===== src/thermal_pkg.sv =====
`default_nettype none
package thermal_pkg;

  // ==========================================================
  // data widths
  localparam int TEMP_W = 13;
  localparam int LIM_W = 9;
  localparam int ADDR_W = 8;

  // ==========================================================
  // register indices and byte addresses
  localparam logic [ADDR_W-1:0] IDX_MEASURED = 8'h00;
  localparam logic [ADDR_W-1:0] IDX_SETTINGS = 8'h01;
  localparam logic [ADDR_W-1:0] IDX_RELEASE = 8'h02;
  localparam logic [ADDR_W-1:0] IDX_UPPER = 8'h03;
  localparam logic [ADDR_W-1:0] IDX_IDENT = 8'h05;
  localparam logic [ADDR_W-1:0] ADDR_MEASURED = IDX_MEASURED << 2;
  localparam logic [ADDR_W-1:0] ADDR_SETTINGS = IDX_SETTINGS << 2;
  localparam logic [ADDR_W-1:0] ADDR_RELEASE = IDX_RELEASE << 2;
  localparam logic [ADDR_W-1:0] ADDR_UPPER = IDX_UPPER << 2;
  localparam logic [ADDR_W-1:0] ADDR_IDENT = IDX_IDENT << 2;

  // ==========================================================
  // settings field positions
  localparam int SHUTDOWN_BIT = 0;
  localparam int ALARM_MODE_BIT = 1;
  localparam int ALARM_POL_BIT = 2;
  localparam int FAULT_LSB = 3;
  localparam int RATE_LSB = 5;
  localparam int SETTINGS_W = 8;
  // measured register status bits
  localparam int VALID_BIT = 16;
  localparam int BUSY_BIT = 17;

  // ==========================================================
  // reset values (limits in 0.5 degree steps)
  localparam logic [SETTINGS_W-1:0] SETTINGS_RST = 8'h00;
  localparam logic [LIM_W-1:0] UPPER_RST = 9'h0A0;
  localparam logic [LIM_W-1:0] RELEASE_RST = 9'h096;
  localparam logic [TEMP_W-1:0] MEASURED_RST = 13'h0;
  // identity value is arbitrary
  localparam logic [7:0] IDENT_DEFAULT = 8'h5A;

  // ==========================================================
  // timing
  localparam longint CLK_HZ = 20_000_000;
  localparam longint CONV_TIME_US = 33_000;
  localparam longint PERIOD_R10_US = 100_000;
  localparam longint PERIOD_R0125_US = 8_000_000;
  localparam longint PERIOD_R1_US = 1_000_000;
  localparam longint PERIOD_R30_US = 33_333;
  localparam int CONV_CYC = int'(CONV_TIME_US * CLK_HZ / 1_000_000);
  localparam int PER10_CYC = int'(PERIOD_R10_US * CLK_HZ / 1_000_000);
  localparam int PER0125_CYC = int'(PERIOD_R0125_US * CLK_HZ / 1_000_000);
  localparam int PER1_CYC = int'(PERIOD_R1_US * CLK_HZ / 1_000_000);
  localparam int PER30_CYC = int'(PERIOD_R30_US * CLK_HZ / 1_000_000);

  // ==========================================================
  // encodings
  localparam logic [1:0] RESP_OKAY = 2'h0;
  localparam logic [1:0] RESP_SLVERR = 2'h2;
  localparam logic [1:0] RATE_10 = 2'h0;
  localparam logic [1:0] RATE_0125 = 2'h1;
  localparam logic [1:0] RATE_1 = 2'h2;
  localparam logic [1:0] RATE_30 = 2'h3;

  typedef enum logic [2:0] {
    ST_IDLE = 3'b001,
    ST_CONV = 3'b010,
    ST_WAIT = 3'b100
  } seq_state_t;

endpackage
`default_nettype wire


===== src/thermal_watchdog.sv =====
`default_nettype none
// Functional notes
// - results stored as 13-bit two's complement, 0.03125 degree per step
// - reads allowed any time and never disturb a running conversion
// - normal mode converts periodically, default 100 ms; result updates at end only
// - shutdown stops conversions, keeps last result, registers stay accessible
// - shutdown bit 1 enters shutdown, 0 returns to normal mode
// - conversion starts at once after reset and on leaving shutdown
// - 9 upper result bits compared with 9-bit signed limits after each conversion
// - rate choices 0.125, 1, 10, 30 per second, default 10
// - rate field bits 6:5; 00=10, 01=0.125, 10=1, 11=30 per second
// - comparator mode: active above upper limit, inactive below release limit
// - comparator mode: reads and shutdown leave the alarm unchanged
// - interrupt mode first fires above upper limit, held until any read of a mapped register
// - after first clear, interrupt fires below release limit, held until read
// - interrupt mode: entering shutdown clears the alarm
// - alarm activates only after programmed consecutive trips at conversion ends
// - fault field 00/01/10/11 means 1/2/4/6 consecutive trips, default 1
// - fault field bits 4:3, polarity bit 2
// - polarity 1 active high, 0 active low, default 0
// - mode bit 1 interrupt, 0 comparator, default comparator
// - reset: normal, comparator, limits 80 and 75 degrees, active low
// - measured value valid only after first conversion, about 33 ms
module thermal_watchdog #(
  parameter int CONV_CYCLES = thermal_pkg::CONV_CYC,
  parameter int PERIOD_10 = thermal_pkg::PER10_CYC,
  parameter int PERIOD_0125 = thermal_pkg::PER0125_CYC,
  parameter int PERIOD_1 = thermal_pkg::PER1_CYC,
  parameter int PERIOD_30 = thermal_pkg::PER30_CYC,
  parameter logic [7:0] IDENT_CODE = thermal_pkg::IDENT_DEFAULT
) (
  input wire logic aclk,
  input wire logic aresetn,
  input wire logic [thermal_pkg::ADDR_W-1:0] s_axi_awaddr,
  input wire logic s_axi_awvalid,
  output logic s_axi_awready,
  input wire logic [31:0] s_axi_wdata,
  input wire logic [3:0] s_axi_wstrb,
  input wire logic s_axi_wvalid,
  output logic s_axi_wready,
  output logic [1:0] s_axi_bresp,
  output logic s_axi_bvalid,
  input wire logic s_axi_bready,
  input wire logic [thermal_pkg::ADDR_W-1:0] s_axi_araddr,
  input wire logic s_axi_arvalid,
  output logic s_axi_arready,
  output logic [31:0] s_axi_rdata,
  output logic [1:0] s_axi_rresp,
  output logic s_axi_rvalid,
  input wire logic s_axi_rready,
  input wire logic [thermal_pkg::TEMP_W-1:0] sensor_temp,
  output logic alarm_pin_o,
  output logic alarm_pin_oe
);
  import thermal_pkg::*;

  // ==========================================================
  // sensor input synchroniser
  logic [TEMP_W-1:0] temp_meta_q;
  logic [TEMP_W-1:0] temp_sync_q;

  always_ff @(posedge aclk) begin
    temp_meta_q <= sensor_temp;
    temp_sync_q <= temp_meta_q;
  end

  // ==========================================================
  // register state
  logic [SETTINGS_W-1:0] settings_q;
  logic [LIM_W-1:0] upper_q;
  logic [LIM_W-1:0] release_q;
  logic [TEMP_W-1:0] measured_q;
  logic valid_q;

  // ==========================================================
  // write channel
  logic aw_got_q;
  logic w_got_q;
  logic [ADDR_W-1:0] awaddr_q;
  logic [31:0] wdata_q;
  logic [3:0] wstrb_q;
  logic bvalid_q;
  logic [1:0] bresp_q;
  logic aw_hs;
  logic w_hs;
  logic wr_fire;
  logic [31:0] wmask;
  logic wr_settings;
  logic wr_upper;
  logic wr_release;
  logic wr_known;
  logic [31:0] new_settings;
  logic [31:0] new_upper;
  logic [31:0] new_release;

  // ==========================================================
  // write handshake readies

  assign s_axi_awready = !aw_got_q && !bvalid_q;
  assign s_axi_wready = !w_got_q && !bvalid_q;
  assign aw_hs = s_axi_awvalid && s_axi_awready;
  assign w_hs = s_axi_wvalid && s_axi_wready;
  assign wr_fire = aw_got_q && w_got_q && !bvalid_q;
  assign wmask = {{8{wstrb_q[3]}}, {8{wstrb_q[2]}}, {8{wstrb_q[1]}}, {8{wstrb_q[0]}}};
  assign wr_settings = wr_fire && (awaddr_q == ADDR_SETTINGS);
  assign wr_upper = wr_fire && (awaddr_q == ADDR_UPPER);
  assign wr_release = wr_fire && (awaddr_q == ADDR_RELEASE);
  assign wr_known = (awaddr_q == ADDR_SETTINGS) || (awaddr_q == ADDR_UPPER) ||
                    (awaddr_q == ADDR_RELEASE) || (awaddr_q == ADDR_MEASURED) ||
                    (awaddr_q == ADDR_IDENT);
  assign new_settings = ({24'h000000, settings_q} & ~wmask) | (wdata_q & wmask);
  assign new_upper = ({23'h0, upper_q} & ~wmask) | (wdata_q & wmask);
  assign new_release = ({23'h0, release_q} & ~wmask) | (wdata_q & wmask);
  assign s_axi_bvalid = bvalid_q;
  assign s_axi_bresp = bresp_q;

  always_ff @(posedge aclk) begin
    if (!aresetn) begin
      aw_got_q <= 1'b0;
      w_got_q <= 1'b0;
      awaddr_q <= '0;
      wdata_q <= 32'h00000000;
      wstrb_q <= 4'h0;
      bvalid_q <= 1'b0;
      bresp_q <= RESP_OKAY;
    end else begin
      if (aw_hs) begin
        aw_got_q <= 1'b1;
        awaddr_q <= {s_axi_awaddr[ADDR_W-1:2], 2'b00};
      end
      if (w_hs) begin
        w_got_q <= 1'b1;
        wdata_q <= s_axi_wdata;
        wstrb_q <= s_axi_wstrb;
      end
      if (wr_fire) begin
        aw_got_q <= 1'b0;
        w_got_q <= 1'b0;
        bvalid_q <= 1'b1;
        bresp_q <= wr_known ? RESP_OKAY : RESP_SLVERR;
      end else if (bvalid_q && s_axi_bready) begin
        bvalid_q <= 1'b0;
      end
    end
  end

  // ==========================================================
  // read channel
  logic rvalid_q;
  logic [31:0] rdata_q;
  logic [1:0] rresp_q;
  logic ar_hs;
  logic rd_known;
  logic reg_read;
  logic [ADDR_W-1:0] raddr;
  logic [31:0] rd_mux;
  logic conv_busy;

  // ==========================================================
  // read handshake and address decode

  assign s_axi_arready = !rvalid_q;
  assign ar_hs = s_axi_arvalid && s_axi_arready;
  assign raddr = {s_axi_araddr[ADDR_W-1:2], 2'b00};
  assign rd_known = (raddr == ADDR_SETTINGS) || (raddr == ADDR_UPPER) ||
                    (raddr == ADDR_RELEASE) || (raddr == ADDR_MEASURED) ||
                    (raddr == ADDR_IDENT);
  assign reg_read = ar_hs && rd_known;
  // reads only sample the stored result
  assign rd_mux = (raddr == ADDR_MEASURED) ?
                    {14'h0, conv_busy, valid_q, 3'h0, measured_q} :
                  (raddr == ADDR_SETTINGS) ? {24'h000000, settings_q} :
                  (raddr == ADDR_UPPER) ? {23'h0, upper_q} :
                  (raddr == ADDR_RELEASE) ? {23'h0, release_q} :
                  (raddr == ADDR_IDENT) ? {24'h000000, IDENT_CODE} : 32'h00000000;
  assign s_axi_rvalid = rvalid_q;
  assign s_axi_rdata = rdata_q;
  assign s_axi_rresp = rresp_q;

  always_ff @(posedge aclk) begin
    if (!aresetn) begin
      rvalid_q <= 1'b0;
      rdata_q <= 32'h00000000;
      rresp_q <= RESP_OKAY;
    end else if (ar_hs) begin
      rvalid_q <= 1'b1;
      rdata_q <= rd_mux;
      rresp_q <= rd_known ? RESP_OKAY : RESP_SLVERR;
    end else if (rvalid_q && s_axi_rready) begin
      rvalid_q <= 1'b0;
    end
  end

  // ==========================================================
  // settings and limits
  logic shutdown;
  logic int_mode;
  logic pol_high;
  logic [1:0] fault_sel;
  logic [1:0] rate_sel;
  logic enter_shutdown;

  assign shutdown = settings_q[SHUTDOWN_BIT];
  assign int_mode = settings_q[ALARM_MODE_BIT];
  assign pol_high = settings_q[ALARM_POL_BIT];
  assign fault_sel = settings_q[FAULT_LSB +: 2];
  assign rate_sel = settings_q[RATE_LSB +: 2];
  assign enter_shutdown = wr_settings && new_settings[SHUTDOWN_BIT] && !shutdown;

  always_ff @(posedge aclk) begin
    if (!aresetn) begin
      settings_q <= SETTINGS_RST;
      upper_q <= UPPER_RST;
      release_q <= RELEASE_RST;
    end else begin
      if (wr_settings) begin
        settings_q <= new_settings[SETTINGS_W-1:0];
      end
      if (wr_upper) begin
        upper_q <= new_upper[LIM_W-1:0];
      end
      if (wr_release) begin
        release_q <= new_release[LIM_W-1:0];
      end
    end
  end

  // ==========================================================
  // conversion sequencer
  seq_state_t state_q;
  seq_state_t state_d;
  logic [31:0] conv_cnt_q;
  logic [31:0] per_cnt_q;
  logic [31:0] period_cyc;
  logic conv_done;
  logic period_done;

  assign period_cyc = (rate_sel == RATE_0125) ? 32'(PERIOD_0125) :
                      (rate_sel == RATE_1) ? 32'(PERIOD_1) :
                      (rate_sel == RATE_30) ? 32'(PERIOD_30) : 32'(PERIOD_10);
  assign conv_done = (state_q == ST_CONV) && (conv_cnt_q == 32'(CONV_CYCLES - 1));
  assign period_done = (per_cnt_q >= period_cyc - 32'h00000001);
  assign conv_busy = (state_q == ST_CONV);

  always_comb begin
    state_d = state_q;
    unique case (state_q)
      ST_IDLE: begin
        if (!shutdown) begin
          state_d = ST_CONV;
        end
      end
      ST_CONV: begin
        if (shutdown) begin
          state_d = ST_IDLE;
        end else if (conv_done) begin
          state_d = period_done ? ST_CONV : ST_WAIT;
        end
      end
      ST_WAIT: begin
        if (shutdown) begin
          state_d = ST_IDLE;
        end else if (period_done) begin
          state_d = ST_CONV;
        end
      end
      default: state_d = ST_IDLE;
    endcase
  end

  always_ff @(posedge aclk) begin
    if (!aresetn) begin
      state_q <= ST_CONV;
      conv_cnt_q <= 32'h00000000;
      per_cnt_q <= 32'h00000000;
    end else begin
      state_q <= state_d;
      if (state_d == ST_CONV && state_q != ST_CONV || conv_done && state_d == ST_CONV) begin
        conv_cnt_q <= 32'h00000000;
        per_cnt_q <= 32'h00000000;
      end else begin
        conv_cnt_q <= (state_q == ST_CONV) ? conv_cnt_q + 32'h00000001 : conv_cnt_q;
        per_cnt_q <= per_cnt_q + 32'h00000001;
      end
    end
  end

  // ==========================================================
  // result capture
  always_ff @(posedge aclk) begin
    if (!aresetn) begin
      measured_q <= MEASURED_RST;
      valid_q <= 1'b0;
    end else if (conv_done && !shutdown) begin
      measured_q <= temp_sync_q;
      valid_q <= 1'b1;
    end
  end

  // ==========================================================
  // trip detection and fault counting
  logic signed [LIM_W-1:0] temp9;
  logic above_upper;
  logic below_release;
  logic active_q;
  logic look_high_q;
  logic trip;
  logic [2:0] fault_cnt_q;
  logic [2:0] fault_need;
  logic fault_met;
  logic fire;
  logic int_clear;

  // ==========================================================
  // limit comparison

  assign temp9 = temp_sync_q[TEMP_W-1 -: LIM_W];
  assign above_upper = temp9 > $signed(upper_q);
  assign below_release = temp9 < $signed(release_q);
  assign fault_need = (fault_sel == 2'h0) ? 3'h1 :
                      (fault_sel == 2'h1) ? 3'h2 :
                      (fault_sel == 2'h2) ? 3'h4 : 3'h6;
  // trip target per mode
  assign trip = int_mode ? (!active_q && (look_high_q ? above_upper : below_release)) :
                           (!active_q && above_upper);
  assign fault_met = (fault_cnt_q + 3'h1) >= fault_need;
  assign fire = conv_done && !shutdown && trip && fault_met;
  assign int_clear = int_mode && (reg_read || enter_shutdown);

  always_ff @(posedge aclk) begin
    if (!aresetn) begin
      fault_cnt_q <= 3'h0;
    end else if (conv_done && !shutdown) begin
      fault_cnt_q <= (trip && !fault_met) ? fault_cnt_q + 3'h1 : 3'h0;
    end
  end

  // ==========================================================
  // alarm state
  always_ff @(posedge aclk) begin
    if (!aresetn) begin
      active_q <= 1'b0;
      look_high_q <= 1'b1;
    end else if (fire) begin
      active_q <= 1'b1;
    end else if (!int_mode && conv_done && !shutdown && active_q && below_release) begin
      active_q <= 1'b0;
    end else if (int_clear && active_q) begin
      active_q <= 1'b0;
      look_high_q <= 1'b0;
    end
  end

  // ==========================================================
  // open-drain alarm pin
  logic pin_low_d;
  logic pin_oe_q;

  assign pin_low_d = (active_q != pol_high);
  assign alarm_pin_o = 1'b0;
  assign alarm_pin_oe = pin_oe_q;

  always_ff @(posedge aclk) begin
    if (!aresetn) begin
      pin_oe_q <= 1'b0;
    end else begin
      pin_oe_q <= pin_low_d;
    end
  end

endmodule
`default_nettype wire


===== config.mk =====
export PLATFORM = sky130hd
export DESIGN_NAME = thermal_watchdog
export DESIGN_NICKNAME = d
export VERILOG_FILES = /design/src/thermal_pkg.sv /design/src/thermal_watchdog.sv
export SDC_FILE = /design/constraint.sdc
export NUM_CORES = 1
export LEC_CHECK = 0
export BUFFER_PORTS_ARGS = -buffer_cell sky130_fd_sc_hd__buf_2
export CORE_MARGIN = 4
export CORE_UTILIZATION = 45
export CTS_CLUSTER_DIAMETER = 200
export DETAILED_ROUTE_END_ITERATION = 6
export PLACE_DENSITY = 0.67
export SLEW_MARGIN = 10
export SYNTH_ARGS = -nofsm -noshare
export SYNTH_HDL_FRONTEND = slang
export SYNTH_SLANG_ARGS = --single-unit

===== constraint.sdc =====
create_clock -name aclk -period 3 [get_ports aclk]
set_clock_uncertainty 0.2 [all_clocks]
set_input_delay 0.15 -clock aclk [delete_from_list [all_inputs] [get_ports aclk]]
set_output_delay 0.15 -clock aclk [all_outputs]
set_load 0.05 [all_outputs]

==> flow_summary.ini <==
[setup_path]
max_stage_delay_ps = 410
crit_path_start_kind = flop
endpoint_kind = flop
critPathKind = reg2reg
arrival_ps = 3270
cp_common_cell = nand4_1
r2r_cells = 14
worstPathRequired_ps = 3120
slowest_stage = a311o_1
crit_chain = inv_6 > ha_4 > inv_2 > o21bai_1 > nand4_1 > ha_1 > nand4_1 > nor3_2 > o31ai_2 > a311o_1 > a211oi_4 > buf_6 > clkbuf_16 > nor2_2
worstPathMaxFanout = 6

[grt]
grt_pass1_vias = 6459
grt_pass1_wl_um = 32200
grt_max_degree = 77
grt.overflow.total = 0
met3_usage_pct = 3.44
met1_usage_pct = 27.3
use_met2_pct = 30.5
antenna_found_initial = 0
grt.total_usage_pct = 19.4
busiest_layer = met2

[yosys]
syn_area_um2 = 8370
yosysTopAreaCell = dfxtp_1
synth-compound-area-share_pct = 10.4
ys_async_sr_fraction_pct = 0
yosys.area.top_type_share_pct = 42.4
ys_ff_latch = 177
syn_area_per_cell_um2 = 8.77
synthSimpleGateAreaFrac_pct = 23.5
synth_xor_area_share_pct = 6.18
synth_edf_count = 0
post_synth_fa_ha_maj_area_fraction_pct = 8.23
synth_warnings = 0
synthCells = 954
synth_top_family_by_area = simple AND/OR/NAND/NOR gates
synthTopCellsByCount = 177 x dfxtp_1, 134 x nor2_1, 106 x nand2_1
muxShareOfSynthArea_pct = 3.53
ys_seq_area_share_pct = 42.4
yosysUniqueCellTypes = 61
synth.area.top_cells = dfxtp_1 42%, ha_1 8.2%, nor2_1 6.0%
yosysMostFrequentCell = dfxtp_1
synth_top_flop_cell = dfxtp_1

[clock_network]
clk_latency_ps = 430
numCtsBuffers = 17
h-tree-depth = 4
clock_sinks = 177
cts-root-buf = clkbuf_16
cts_tree = yes
clk_pin_slew_ps = 70
clk_path_buf_depth = 2

[timing]
period_share_pct = 105
hold_violations = 0
setup_viol = 64
slew_viol_final = 0
rsz0062_at_grt = true
whs_ps = 15.0
setup_slack_ps = -148
slew_headroom_pct = 44.6
fin_crit_ps = 3150
tightest_slew_ps = 831
fmax_ghz = 0.318

[power]
ir_drop_uv = 402
leakagePower_nw = 4.03
power.density_nw_per_um2 = 549
total_power_mw = 5.62

[die]
die_h_um = 144
dieArea_um2 = 20800
num_rows = 49
ios = 115
coreArea_um2 = 18100
die-width_um = 144
initial_core_util_pct = 46.1

[place]
io_buffers = 65
dp_cells = 1239
gp_congestion = 0.884
dp_hpwl_um = 14000

[run_status]
status = finished, violations left
violations = negative setup slack

[route]
drtPass1Iterations = 7
drt-initial-drc-count = 623
vias = 6908
drcViolationCount = 0
viasPerCell = 5.25
antenna_left = 0
wire_per_inst_um = 15.6
routed_wl_um = 20500

[final_layout]
fin_cells = 1316
antenna_cells = 0
areaGrowthSynthToFinish_pct = 22.3
num-fill-cells = 1642
final_nets = 1202
drive_above_1_share_pct = 16.8
multi_input_area_um2 = 4570
area.sequential_um2 = 3550

[worst_hold_path]
hold_path.class = in2reg
hold-path-cell-count = 4

[flow_run]
maxCapViolations = 0
-- power by group --
group	switching (mW)	internal, mW
Combinational	0.450	0.300
Clock	0.972	1.40
Sequential	0.0708	2.42
Total	1.49	4.13
-- metrics by stage --
stage,worst slack (ps),utilization [%],area (um^2),setup TNS [ps]
after floorplan,3.79,-,8440,0
after global placement,-56.3,49.2,8930,-1080
after detailed placement,-93.8,49.2,8930,-3790
after CTS,-34.2,55.1,10000,-973
after global routing,-321,56.4,10200,-19310
final,-148,56.4,10200,-8010
-- timing repair --
item / 4_1_cts / 5_1_grt
hold buffers: 34 / 0
gates cloned: 1 / 5
endpoints found under the setup margin: 64 / 64
endpoints found under the hold margin: 43 / 0
resized for setup: 12 / 48
pin swaps: 1 / 20
buffers inserted: 5 / 3
-- metal layers --
layer,vias up,part of all wire (%)
met5,-,0
met4,0,1.4
met3,16,4.3
met2,144,46
met1,3249,49
li1,3499,-
-- final cells by class --
type	instances	area share [%]
clock buffers	17	4.16
well taps	229	2.80
multi-input cells	703	44.7
flip-flops and latches	177	34.7
repair buffers	136	10.2
clock inverters	14	1.98
inverters	40	1.54
-- kinds of logic (layout without fill, tap and decap cells) --
| kind of cell | Yosys count | after routing |
|---|---|---|
| AOI/OAI and AO/OA | 136 | 136 |
| muxes | 28 | 28 |
| other | 2 | 22 |
| adders and majority gates | 55 | 55 |
| buffers and inverters | 94 | 207 |
| xor gates and xnor gates | 59 | 59 |
| and+or+nand+nor | 403 | 403 |
| DFF | 177 | 177 |
-- cell usage in the layout (no fill, tap or decap), drive strengths merged, types with 3 or more instances in the layout --
master       Yosys  layout
o31ai            3       3
a21oi           61      61
ha              55      55
or3              4       4
buf             29     100
and2             7       7
a221oi           7       7
and3            17      17
conb             2      22
nor2b            9       9
dlygate4sd3      0      34
bufinv           0       4
a21o             4       4
clkinvlp         0       3
xnor2           32      32
o21ai           16      16
nor4             7       7
xor2            27      27
inv             40      44
or4              3       3
nand2          106     106
o21a             5       5
nand2b          13      13
nor4b            5       5
clkinv           0       3
nor2           134     134
nor3            22      22
nand4           28      28
nand3           27      27
mux2i           25      25
clkbuf          25      19
a31oi            4       4
a22o             3       3
o211ai          10      10
a211oi           7       7
and4            12      12
dfxtp          177     177
-- worst paths after layout --
| path | to | start | slack [ps] |
|---|---|---|---|
| worst max-delay path | conv_cnt_q[22]$_SDFFE_PP0P_ | flop | -150 |
| worst min-delay path | s_axi_rresp[1]$_SDFFE_PN0P_ | s_axi_araddr[6] | 20 |
| worst max register to register | conv_cnt_q[22]$_SDFFE_PP0P_ | flop | -150 |
| worst min register to register | temp_sync_q[10]$_DFF_P_ | temp_meta_q[10]$_DFF_P_ | 120 |
-- critical path, delay by kind of cell, from the launching register on --
| family | cells | cell delay (ps) |
|---|---|---|
| buf+inv | 4 | 450 |
| fa+ha+maj | 2 | 560 |
| simple gates | 4 | 540 |
| compound gates | 4 | 920 |
| flops | 1 | 380 |
Power figures use the tool's default switching activity.
